[src/logic/usb_attach_pkg.sv]
// constants and types for port role selection and attach detection
//
// How it works
// - port 0 role: 1 host, 0 device
// - port 1 runs host functions only
// - only the selected mode's bits act
// - shared register mirrored at each port
// - detection runs in SLEEP and ACTIVE
// - device mode: bus power change sets flag
// - power change enable gates device summary
// - read-only bus power level bit
// - fault input sets fault flag, state bit
// - fault enable gates host summary
// - switch enable bit drives switch pin
// - line change sets flag, enable gates summary
// - two-bit line level reported
// - two-bit op select in transceiver control
// - detection settings kept into host mode
// - host command sets transceiver and power
package usb_attach_pkg;

    // ----------------------------------------
    // reset values and field positions
    // ----------------------------------------
    localparam logic       ROLE_RST   = 1'b0;
    localparam logic       PSW_RST    = 1'b0;
    localparam logic [7:0] XCVR_RST   = 8'h00;
    localparam logic [7:0] XCVR_DET   = 8'h93;
    localparam logic [1:0] LINE_RST   = 2'h0;
    localparam logic [7:0] SHARED_RST = 8'h00;
    localparam int         OPSEL_LSB  = 0;

    // ----------------------------------------
    // host state commands and their settings
    // ----------------------------------------
    localparam logic [3:0] HCMD_SUSPEND = 4'h1;
    localparam logic [3:0] HCMD_RESET   = 4'h2;
    localparam logic [3:0] HCMD_OPERATE = 4'h3;
    localparam logic [3:0] HCMD_IDLE    = 4'h4;
    localparam logic [7:0] XCVR_SUSPEND = XCVR_DET;
    localparam logic [7:0] XCVR_RESET   = 8'h50;
    localparam logic [7:0] XCVR_OPERATE = 8'h00;

    typedef enum logic [1:0] {
        HS_IDLE,
        HS_SUSPEND,
        HS_RESET,
        HS_OPERATE
    } host_state_t;

    typedef struct packed {
        logic        valid;
        logic [7:0]  xcvr;
        logic        psw;
        host_state_t st;
    } cmd_effect_t;

    function automatic cmd_effect_t cmd_effect(input logic [3:0] cmd);
        cmd_effect_t e;
        e = '{valid: 1'b1, xcvr: XCVR_DET, psw: 1'b0, st: HS_IDLE};
        case (cmd)
            HCMD_SUSPEND: e = '{1'b1, XCVR_SUSPEND, 1'b1, HS_SUSPEND};
            HCMD_RESET:   e = '{1'b1, XCVR_RESET, 1'b1, HS_RESET};
            HCMD_OPERATE: e = '{1'b1, XCVR_OPERATE, 1'b1, HS_OPERATE};
            HCMD_IDLE:    e = '{1'b1, XCVR_DET, 1'b0, HS_IDLE};
            default:      e.valid = 1'b0;
        endcase
        return e;
    endfunction

endpackage

[src/logic/host_port_if.sv]
// carrier between the top and one host port monitor
interface host_port_if;
    logic                        active;
    logic                        ce;
    logic [1:0]                  line_level;
    logic                        fault_in;
    logic                        clr_line;
    logic                        clr_fault;
    logic                        xcvr_wr;
    logic [7:0]                  xcvr_wdata;
    logic                        psw_wr;
    logic                        psw_wdata;
    logic                        cmd_wr;
    logic [3:0]                  cmd;
    logic                        line_flag;
    logic                        fault_flag;
    logic                        fault_state;
    logic [1:0]                  line_q;
    logic [7:0]                  xcvr;
    logic                        psw;
    usb_attach_pkg::host_state_t hstate;

    modport ctl (output active, ce, line_level, fault_in, clr_line, clr_fault,
                 xcvr_wr, xcvr_wdata, psw_wr, psw_wdata, cmd_wr, cmd,
                 input line_flag, fault_flag, fault_state, line_q, xcvr, psw, hstate);
    modport mon (input active, ce, line_level, fault_in, clr_line, clr_fault,
                 xcvr_wr, xcvr_wdata, psw_wr, psw_wdata, cmd_wr, cmd,
                 output line_flag, fault_flag, fault_state, line_q, xcvr, psw, hstate);
endinterface

[src/logic/host_port_monitor.sv]
// line change, power fault and transceiver/power settings of one host port
module host_port_monitor (
    input  wire logic clk_in,
    input  wire logic rst_in,
    host_port_if.mon  hp
);

    typedef struct packed {
        logic [1:0]                  line_prev;
        logic                        line_flag;
        logic                        fault_flag;
        logic                        fault_lvl;
        logic [7:0]                  xcvr;
        logic                        psw;
        usb_attach_pkg::host_state_t hstate;
    } mon_state_t;

    mon_state_t               st_q;
    mon_state_t               st_d;
    usb_attach_pkg::cmd_effect_t eff;

    // ----------------------------------------
    // next state
    // ----------------------------------------
    always_comb begin
        st_d = st_q;
        eff  = usb_attach_pkg::cmd_effect(hp.cmd);
        if (hp.ce) begin
            // tracking runs on every enabled cycle, so sleep and active behave alike
            st_d.line_prev = hp.line_level;
            st_d.fault_lvl = hp.fault_in;
            if (hp.clr_line) begin
                st_d.line_flag = 1'b0;
            end
            if (hp.active && hp.line_level != st_q.line_prev) begin
                st_d.line_flag = 1'b1;
            end
            if (hp.clr_fault) begin
                st_d.fault_flag = 1'b0;
            end
            if (hp.active && hp.fault_in) begin
                st_d.fault_flag = 1'b1;
            end
            // settings survive a role change untouched
            if (hp.xcvr_wr) begin
                st_d.xcvr = hp.xcvr_wdata;
            end
            if (hp.psw_wr) begin
                st_d.psw = hp.psw_wdata;
            end
            // command wins over a same-cycle plain write
            if (hp.cmd_wr && eff.valid) begin
                st_d.xcvr   = eff.xcvr;
                st_d.psw    = eff.psw;
                st_d.hstate = eff.st;
            end
        end
    end

    always_ff @(posedge clk_in) begin
        if (rst_in) begin
            st_q <= '{usb_attach_pkg::LINE_RST, 1'b0, 1'b0, 1'b0,
                      usb_attach_pkg::XCVR_RST, usb_attach_pkg::PSW_RST,
                      usb_attach_pkg::HS_IDLE};
        end else begin
            st_q <= st_d;
        end
    end

    assign hp.line_flag   = st_q.line_flag;
    assign hp.fault_flag  = st_q.fault_flag;
    assign hp.fault_state = st_q.fault_lvl;
    assign hp.line_q      = st_q.line_prev;
    assign hp.xcvr        = st_q.xcvr;
    assign hp.psw         = st_q.psw;
    assign hp.hstate      = st_q.hstate;

endmodule // host_port_monitor

[src/logic/usb_port_role_and_attach_detect.sv]
// port role selection and port change detection for two usb ports
module usb_port_role_and_attach_detect (
    input  wire logic             clk_in,
    input  wire logic             rst_in,
    input  wire logic             ce_in,
    input  wire logic             port0_role_select_in,
    input  wire logic             port0_sleep_in,
    input  wire logic             port0_bus_power_sense_in,
    input  wire logic             vbus_change_clear_in,
    input  wire logic             vbus_change_enable_in,
    input  wire logic [1:0]       shared_write_in,
    input  wire logic [7:0]       shared_wdata_in,
    input  wire logic [1:0][1:0]  line_level_in,
    input  wire logic [1:0]       power_fault_input_in,
    input  wire logic [1:0]       line_change_clear_in,
    input  wire logic [1:0]       line_change_enable_in,
    input  wire logic [1:0]       power_fault_clear_in,
    input  wire logic [1:0]       power_fault_enable_in,
    input  wire logic [1:0]       xcvr_write_in,
    input  wire logic [1:0][7:0]  xcvr_wdata_in,
    input  wire logic [1:0]       psw_write_in,
    input  wire logic [1:0]       psw_wdata_in,
    input  wire logic [1:0]       host_cmd_write_in,
    input  wire logic [1:0][3:0]  host_state_command_in,
    output logic                  port0_role_out,
    output logic                  vbus_change_flag_out,
    output logic                  device_vbus_level_out,
    output logic                  device_event_summary_out,
    output logic [1:0]            line_change_flag_out,
    output logic [1:0]            power_fault_flag_out,
    output logic [1:0]            host_power_fault_state_out,
    output logic [1:0][1:0]       line_level_out,
    output logic [1:0][7:0]       transceiver_control_out,
    output logic [1:0][1:0]       xcvr_op_select_out,
    output logic [1:0]            power_switch_output_out,
    output logic [1:0][1:0]       host_state_out,
    output logic [1:0]            host_event_summary_out,
    output logic [1:0][1:0]       main_event_status_out,
    output logic [1:0][7:0]       shared_port_out
);

    typedef struct packed {
        logic       role;
        logic       vbus_prev;
        logic       vbus_flag;
        logic [7:0] shared;
    } top_state_t;

    top_state_t st_q;
    top_state_t st_d;
    logic [1:0] active;
    usb_attach_pkg::cmd_effect_t cmd_eff [2];

    host_port_if hp [2] ();

    // ----------------------------------------
    // role, bus power detection, shared register
    // ----------------------------------------
    always_comb begin
        st_d = st_q;
        if (ce_in) begin
            // a role flip outside sleep would tear a live session
            if (port0_sleep_in) begin
                st_d.role = port0_role_select_in;
            end
            st_d.vbus_prev = port0_bus_power_sense_in;
            if (vbus_change_clear_in) begin
                st_d.vbus_flag = 1'b0;
            end
            if (!st_q.role && port0_bus_power_sense_in != st_q.vbus_prev) begin
                st_d.vbus_flag = 1'b1;
            end
            // one register, written from either port, read at both
            if (shared_write_in[0]) begin
                st_d.shared = shared_wdata_in;
            end else if (shared_write_in[1]) begin
                st_d.shared = shared_wdata_in;
            end
        end
    end

    always_ff @(posedge clk_in) begin
        if (rst_in) begin
            st_q <= '{usb_attach_pkg::ROLE_RST, 1'b0, 1'b0,
                      usb_attach_pkg::SHARED_RST};
        end else begin
            st_q <= st_d;
        end
    end

    assign active = {1'b1, st_q.role};

    // ----------------------------------------
    // device side outputs
    // ----------------------------------------
    assign port0_role_out        = st_q.role;
    assign vbus_change_flag_out  = st_q.vbus_flag & ~st_q.role;
    assign device_vbus_level_out = st_q.vbus_prev & ~st_q.role;
    assign device_event_summary_out =
        vbus_change_flag_out & vbus_change_enable_in;

    // ----------------------------------------
    // host ports
    // ----------------------------------------
    for (genvar i = 0; i < 2; i++) begin : g_host
        assign hp[i].active     = active[i];
        assign hp[i].ce         = ce_in;
        assign hp[i].line_level = line_level_in[i];
        assign hp[i].fault_in   = power_fault_input_in[i];
        assign hp[i].clr_line   = line_change_clear_in[i];
        assign hp[i].clr_fault  = power_fault_clear_in[i];
        // host settings accept writes only while host mode is on
        assign hp[i].xcvr_wr    = xcvr_write_in[i] & active[i];
        assign hp[i].xcvr_wdata = xcvr_wdata_in[i];
        assign hp[i].psw_wr     = psw_write_in[i] & active[i];
        assign hp[i].psw_wdata  = psw_wdata_in[i];
        assign hp[i].cmd_wr     = host_cmd_write_in[i] & active[i];
        assign hp[i].cmd        = host_state_command_in[i];
        assign cmd_eff[i] = usb_attach_pkg::cmd_effect(hp[i].cmd);

        host_port_monitor u_mon (
            .clk_in (clk_in),
            .rst_in (rst_in),
            .hp     (hp[i])
        );

        assign line_change_flag_out[i]       = hp[i].line_flag & active[i];
        assign power_fault_flag_out[i]       = hp[i].fault_flag & active[i];
        assign host_power_fault_state_out[i] = hp[i].fault_state & active[i];
        assign line_level_out[i]          = active[i] ? hp[i].line_q : 2'h0;
        assign transceiver_control_out[i] = active[i] ? hp[i].xcvr : 8'h00;
        assign xcvr_op_select_out[i] =
            transceiver_control_out[i][usb_attach_pkg::OPSEL_LSB +: 2];
        assign power_switch_output_out[i] = hp[i].psw & active[i];
        assign host_state_out[i]  = active[i] ? hp[i].hstate : 2'h0;
        assign host_event_summary_out[i] =
            (line_change_flag_out[i] & line_change_enable_in[i]) |
            (power_fault_flag_out[i] & power_fault_enable_in[i]);
        assign shared_port_out[i] = st_q.shared;
    end

    assign main_event_status_out[0] = {host_event_summary_out[0],
                                       device_event_summary_out};
    assign main_event_status_out[1] = {host_event_summary_out[1], 1'b0};

    for (genvar p = 0; p < 2; p++) begin : g_chk

    end
endmodule // usb_port_role_and_attach_detect

[config.mk]
export PLATFORM = sky130hd
export DESIGN_NAME = usb_port_role_and_attach_detect
export DESIGN_NICKNAME = d
export VERILOG_FILES = /design/src/logic/usb_attach_pkg.sv /design/src/logic/host_port_if.sv /design/src/logic/host_port_monitor.sv /design/src/logic/usb_port_role_and_attach_detect.sv
export SDC_FILE = /design/constraint.sdc
export NUM_CORES = 1
export LEC_CHECK = 0
export ABC_CLOCK_PERIOD_IN_PS = 2400
export BUFFER_PORTS_ARGS = -buffer_cell sky130_fd_sc_hd__buf_2
export CAP_MARGIN = 25
export CORE_ASPECT_RATIO = 0.7
export CORE_MARGIN = 10
export CORE_UTILIZATION = 46
export DETAILED_ROUTE_END_ITERATION = 16
export GPL_ROUTABILITY_DRIVEN = 0
export GPL_TIMING_DRIVEN = 0
export PLACE_DENSITY = 0.88
export SLEW_MARGIN = 20
export SYNTH_ARGS = -nofsm -noshare
export SYNTH_HDL_FRONTEND = slang
export SYNTH_HIERARCHICAL = 1
export SYNTH_SLANG_ARGS = --single-unit
[constraint.sdc]
create_clock -name clk_in -period 2.4 [get_ports clk_in]
set_input_delay 0.12 -clock clk_in [delete_from_list [all_inputs] [get_ports clk_in]]
set_output_delay 0.12 -clock clk_in [all_outputs]
set_load 0.05 [all_outputs]
# Yosys cells after proc, flatten, opt, wreduce, memory -nomap -nowiden
# Index checks and enable logic that the tools add are counted.
[word_totals] ff_bits=43 latch_bits=0 mem_bits_rw=0 mem_bits_ro=0 elab_cells=102 memories=0
[op_classes] add_sub_neg=0 n_mul=0 div=0 n_lt_le_gt_ge=0 n_eq_ne=11 shifts=0 n_mux=25 bitwise=17 reduce_logical=31
[ops] operator="$pmux W11 S3" n=2
[ops] operator="$mux W8" n=5
[ops] operator="$reduce_and A2 Y1" n=13
[ops] operator="$mux W11" n=2
[ops] operator="$reduce_bool A2 Y1" n=10
[ops] operator="$eq A4 B2 Y1 const B" n=4
[ops] operator="$and A1 B1 Y1" n=14
[ops] operator="$mux W1" n=14
[ops] operator="$eq A4 B1 Y1 const B" n=2
[ops] operator="$eq A4 B3 Y1 const B" n=2
[ops] operator="$reduce_or A4 Y1" n=2
[ops] operator="$logic_and A1 B1 Y1" n=5
[ops] operator="$mux W2" n=2
[ops] operator="$ne A2 B2 Y1" n=2
[ops] operator="$or A1 B1 Y1" n=2
[ops] operator="$logic_not A1 Y1" n=1
[ops] operator="$ne A1 B1 Y1" n=1
[ops] operator="$not A1 Y1" n=1

# Logic depth before layout (Yosys ltp)
# Gate-level depths: netlist of run 1.
[logic_depth] ltp_word=6 depth_mapped=7 mapped_depth_nobuf=5

# Hierarchy
# The synthesis of run 1 kept the hierarchy.
[modules_own_cells] module="host_port_monitor" n_inst=2 cells_per_inst=98 area_each_um2=853.3 seq_area_each_um2=320.3
[modules_own_cells] module="usb_port_role_and_attach_detect" n_inst=1 cells_per_inst=105 area_each_um2=888.4 seq_area_each_um2=220.2

# Worst setup path after synthesis of run 1
# No wires, ideal clock.
[synth_path] kind="reg2reg" start="register st_q (netlist bit port0_role_out)" end="register g_host[0].u_mon.st_q (netlist bit g_host[0].u_mon/hp.xcvr[6])" setup_time_ns=0.070 arrival_ns=2.156 path_slack_ns=0.174 path_stages_with_launch=8 path_buffers=2 path_cell_list="dfxtp_1 clkbuf_1 and2_1 nor2b_1 buf_1 a41oi_4 a2111o_1 a21oi_1"
[synth_via] elab_chain_len=4 elab_cells_between_ends=6
[synth_rtl] item="from (decl)" line="usb_port_role_and_attach_detect.sv:49" rtl="top_state_t st_q;"
[synth_rtl] item="from (signal assigned)" line="usb_port_role_and_attach_detect.sv:84" rtl="st_q <= '{usb_attach_pkg::ROLE_RST, 1'b0, 1'b0,"
[synth_rtl] item="from (signal assigned)" line="usb_port_role_and_attach_detect.sv:87" rtl="st_q <= st_d;"
[synth_rtl] item="$and A1 B1 Y1 *" line="usb_port_role_and_attach_detect.sv:117" rtl="assign hp[i].cmd_wr = host_cmd_write_in[i] & active[i];"
[synth_rtl] item="via hp[0].cmd_wr" line="host_port_if.sv:13" rtl="logic cmd_wr;"
[synth_rtl] item="$logic_and A1 B1 Y1 *" line="host_port_monitor.sv:52" rtl="if (hp.cmd_wr && eff.valid) begin"
[synth_rtl] item="$reduce_bool A2 Y1 (no source line)"
[synth_rtl] item="$reduce_and A2 Y1 (no source line)"
[synth_rtl] item="to (signal assigned)" line="host_port_monitor.sv:62" rtl="st_q <= '{usb_attach_pkg::LINE_RST, 1'b0, 1'b0, 1'b0,"
[synth_rtl] item="to (signal assigned)" line="host_port_monitor.sv:66" rtl="st_q <= st_d;"
[synth_rtl] item="to (decl)" line="host_port_monitor.sv:18" rtl="mon_state_t st_q;"
# Mark *: on every way through the listed nets, which the timed path passes. The rest lies on a longest branch.
# A chain may end at the register's enable or synchronous reset.

# Worst setup path in the final report of run 1
# Ends and elaborated chain as after synthesis.

==> results of run 1 <==
-- state kept, by name, indices dropped and copies added (netlist names) --
register                     count
g_host.u_mon/hp.xcvr            16
st_q                             2
shared_port_out                  8
g_host.u_mon/hp.fault_flag       2
g_host.u_mon/hp.fault_state      2
g_host.u_mon/hp.line_q           4
g_host.u_mon/hp.psw              2
g_host.u_mon/hp.line_flag        2
g_host.u_mon/hp.hstate           4
port0_role_out                   1
-- cell usage after synthesis (all sizes together), types with 3 or more instances --
| cell | n |
|---|---|
| nand2b | 16 |
| nor2b | 3 |
| buf | 45 |
| nor3b | 3 |
| nor2 | 23 |
| and2 | 22 |
| o211ai | 8 |
| xor2 | 5 |
| a21oi | 23 |
| nor4b | 4 |
| a31o | 4 |
| mux2i | 15 |
| nand2 | 23 |
| dfxtp | 43 |
| o21ai | 8 |
| inv | 7 |
| clkbuf | 6 |
| a32oi | 8 |
| nand3 | 5 |
-- cell type report --
| class | instances | area (um2) |
|---|---|---|
| clock inverter | 1 | 5.00 |
| timing repair buffer | 117 | 586 |
| multi-input combinational | 201 | 1340 |
| clock buffer | 6 | 82.6 |
| tap | 72 | 90.1 |
| fill | 515 | 1970 |
| buffer | 51 | 375 |
| inverter | 7 | 26.3 |
| sequential | 43 | 861 |
-- through the flow --
step | power, mW | std cells | hold slack [ps] | setup slack [ps] | util (%)
finish | 1.69 | 498 | 89.3 | 272 | 63.1
CTS | 1.70 | 498 | 85.7 | 4.58 | 63.0
global route | 1.78 | 498 | 85.7 | 32.0 | 63.1
global placement | 1.24 | 491 | 377 | 106 | 61.3
detailed placement | 1.25 | 491 | 389 | 32.1 | 61.3
floorplan | 1.12 | 302 | 267 | 174 | -
-- worst paths after layout --
kind	startpoint	to	slack, ps	cells after the start
min reg2reg	g_host[1].u_mon/hp.xcvr[6]	g_host[1].u_mon/hp.xcvr[6]	460	2
max	port0_role_out	g_host[0].u_mon/hp.xcvr[6]	270	7
min	xcvr_wdata_in[11]	g_host[1].u_mon/hp.xcvr[3]	90	3
max reg2reg	port0_role_out	g_host[0].u_mon/hp.xcvr[6]	270	7
-- logic make-up (layout without fill, tap and decap cells) --
kind of cell | after synthesis | count (layout) | share of synthesized area, %
buffers and inverters | 58 | 182 | 15.4
DFF | 43 | 43 | 33.2
other | 2 | 3 | 0.289
and+or+nand+nor | 110 | 110 | 23.7
xor gates and xnor gates | 5 | 5 | 1.69
muxes | 15 | 15 | 5.79
AOI/OAI and AO/OA | 68 | 68 | 20.0
-- where the power goes --
group / internal [mW] / switching, mW / total (mW)
Sequential: 0.745 / 0.0216 / 0.766
Combinational: 0.172 / 0.295 / 0.468
Clock: 0.226 / 0.231 / 0.457
-- layer usage --
layer	global-route usage [%]	share of wire, %	wire length [um]	up-vias
met1	18.9	41	3120	1173
li1	-	-	-	1270
met3	5.94	11	854	4
met4	2.34	0.38	29	0
met5	0	0	0	-
met2	26.4	48	3630	99
-- worst max-delay path, stage by stage, from the launching register on --
cell,delay [ps]
dfxtp_1,480
clkbuf_2,280
and2_1,210
nor2b_1,140
clkbuf_2,210
a41oi_4,230
a2111o_1,350
a21oi_1,150
==> flow_summary.toml, run 1 <==
[run_status]
outcome = "completed"

[die]
die_area_um2 = 9090
dieHeight_um = 82.8
start_util_pct = 48.6
die_x_um = 110
design.core.area_um2 = 5340
ios = 126
row_count = 22

[timing]
fin_crit_ps = 2130
fin_setup_tns_ps = 0
relSlewSlack_pct = 46.8
period_share_pct = 88.7
drv_slew = 0
worstMarginPinSlew_ps = 797
finalHoldViolCount = 0
max_freq_mhz = 470
setup_viol = 0
rsz0062_at_grt = "false"
finalClockSkew_ps = 5.13

[cells_and_area]
diodes = 0
layout.nets = 490
area_growth_syn_to_layout_pct = 29.8
drive_gt1_share_pct = 41.1
final_common_cell = "buf_2"
final_cell_area_um2 = 3370
mostFrequentLayoutCells = "buf_2 (118), dfxtp_1 (43), buf_4 (28)"

[global_routing]
antenna_found_initial = 0
groute.usage.overall_pct = 15.8
grt_pass1_vias = 2532
grt_overflow = 0
grt_max_degree = 17
grt_pass1_wl_um = 12000

[route]
firstDrtPassIters = 4
wl_per_cell_um = 15.3
dr_total_vias = 2546
drt.antenna.violating_nets = 0
vias_per_cell = 5.11
wl_um = 7630
drc = 0
drt_iter0_drc = 82

[synth]
avgSynthCellArea_um2 = 8.62
ys_types = 43
synth_edf_count = 0
synth-warning-count = 6
synth.top_cells.by_area = "dfxtp_1 (33%), buf_4 (8.1%), mux2i_1 (5.8%)"
synth-main-ff-cell = "dfxtp_1"
netlist_area_um2 = 2590
syn_inst = 301
yosysSeqAreaShare_pct = 33.2
netlist.area_leader.share_pct = 33.2
yosysTopAreaCell = "dfxtp_1"
synthArstFlopShare_pct = 0
ys_ff_latch = 43

[clocking]
post_cts_resized = 0
numCtsBuffers = 5
cts_tree = "built"
root_buffer = "clkbuf_8"
post_cts_buffers = 0
max-clock-path-buffers = 2
holdBufCountCts = 0
clk_pin_slew_ps = 80
clock_latency_ps = 290
cts.sinks = 43
h-tree-depth = 2

[power]
p_per_area_nw_per_um2 = 502
p_leak_nw = 1.67
ir_drop_v = 0.000328

[flow_run]
maxCapViolCount = 0

[worst_setup_path]
required_ps = 2620
crit_type = "reg2reg"
crit_fanout = 10
crit_arrival_ps = 2350
start_kind = "flop"
crit_path_end_kind = "flop"

[placed_design]
portBuffers = 117
place_area_um2 = 3270
dp.final_hpwl_um = 6140

[min_path]
hold_class = "in2reg"
Note: power is estimated with default switching activity, not from simulation.
==> inputs of run 2 (changes only) <==
--- a/config.mk
+++ b/config.mk
@@ -15,6 +15,7 @@
 export GPL_ROUTABILITY_DRIVEN = 0
 export GPL_TIMING_DRIVEN = 0
 export PLACE_DENSITY = 0.88
+export RECOVER_POWER = 25
 export SLEW_MARGIN = 20
 export SYNTH_ARGS = -nofsm -noshare
 export SYNTH_HDL_FRONTEND = slang
==> flow_summary.toml, run 2 (same netlist as run 1, synthesis figures left out) <==
[run_status]
outcome = "completed"

[cells_and_area]
drive_gt1_share_pct = 37.8
multi_input_area_um2 = 1340
fillers = 522
layout.nets = 490
final_util_pct = 62.7
seqCellArea_um2 = 861
largest_reg_flops = 16
diodes = 0
mostFrequentLayoutCells = "buf_2 (105), dfxtp_1 (43), buf_4 (28)"
final_common_cell = "buf_2"
area_growth_syn_to_layout_pct = 28.9

[global_routing]
groute.usage.overall_pct = 15.8
antenna_found_initial = 0
grt_overflow = 0
gr-usage-met3_pct = 5.94
top_usage_layer = "met2"
grt_max_degree = 17
use_met2_pct = 26.4
grt_use_met1_pct = 18.9
grt_pass1_wl_um = 12000
grt_pass1_vias = 2532

[route]
drt.antenna.violating_nets = 0
wl_per_cell_um = 15.3
vias_per_cell = 5.10
dr_total_vias = 2540
wl_um = 7620
drt_iter0_drc = 80
drc = 0
firstDrtPassIters = 4

[die]
start_util_pct = 48.6
dieHeight_um = 82.8
design.core.area_um2 = 5340
die_area_um2 = 9090
ios = 126
die_x_um = 110
row_count = 22

[worst_setup_path]
ff2ff_path_depth = 7
crit_fanout = 10
start_kind = "flop"
crit_type = "reg2reg"
cp_slowest_cell = "dfxtp_1"
path_cells = "clkbuf_2, and2_1, nor2b_1, clkbuf_2, a41oi_4, a2111o_1, a21oi_1"
required_ps = 2620
cpPeakStageDelay_ps = 480
path_common_cell = "clkbuf_2"
crit_arrival_ps = 2350
crit_path_end_kind = "flop"

[flow_run]
maxCapViolCount = 0

[clocking]
clock_latency_ps = 290
h-tree-depth = 2
cts_tree = "built"
holdBufCountCts = 0
cts.sinks = 43
root_buffer = "clkbuf_8"
max-clock-path-buffers = 2
numCtsBuffers = 5
clk_pin_slew_ps = 80

[timing]
fin_hold_ws_ps = 88.6
rsz0062_at_grt = "false"
layout_setup_ws_ps = 273
finalHoldViolCount = 0
relSlewSlack_pct = 46.8
max_freq_mhz = 470
fin_setup_tns_ps = 0
fin_crit_ps = 2130
drv_slew = 0
setup_viol = 0
worstMarginPinSlew_ps = 797
finalClockSkew_ps = 5.61
period_share_pct = 88.6

[placed_design]
dp.final_hpwl_um = 6140
dp_slack_ps = 32.1
portBuffers = 117

[power]
p_per_area_nw_per_um2 = 504
ir_drop_v = 0.000328
p_leak_nw = 1.61
power_mw = 1.69

[min_path]
hold_class = "in2reg"
holdPathStages = 3
run 2: worst max-delay path: cells and delay by family (launching register included):
family / cells / cell delay [ps]
flops: 1 / 480
simple gates: 2 / 350
compound gates: 3 / 740
buf+inv: 2 / 490
run 2: layer usage:
layer  vias to the layer above  wire, um  share of wire (%)
met4                         0        29               0.38
met3                         4       815                 11
met1                      1177      3130                 41
met5                         -         0                  0
met2                        88      3640                 48
li1                       1271         -                  -
run 2: metrics by stage:
stage / cell area, um2 / std cells
6_report: 3350 / 498
5_1_grt: 3350 / 498
4_1_cts: 3360 / 498
3_5_place_dp: 3270 / 491
3_3_place_gp: 3270 / 491
2_1_floorplan: 2600 / 302
run 2: area by class of cell:
cell class / count / share of cell area [%]
buffer: 51 / 11.0
clock buffer: 6 / 2.47
clock inverter: 1 / 0.150
inverter: 7 / 0.785
multi-input combinational: 201 / 40.2
sequential: 43 / 25.7
tap: 72 / 2.69
timing repair buffer: 117 / 17.0
run 2: what timing repair did:
action,4_1_cts,5_1_grt
buffers inserted,0,0
setup endpoints to repair,0,9
gates resized for setup,0,4
run 2: worst paths after layout:
kind	start	slack, ps	endpoint
max	port0_role_out	270	g_host[0].u_mon/hp.xcvr[6]
min	xcvr_wdata_in[11]	90	g_host[1].u_mon/hp.xcvr[3]
max reg2reg	port0_role_out	270	g_host[0].u_mon/hp.xcvr[6]
min reg2reg	g_host[1].u_mon/hp.xcvr[6]	460	g_host[1].u_mon/hp.xcvr[6]
run 2: report_power, final:
group	leakage, nW	internal [mW]	switching (mW)
clock network	0.0470	0.226	0.232
logic	1.21	0.168	0.295
registers	0.351	0.745	0.0219
total	1.61	1.14	0.549
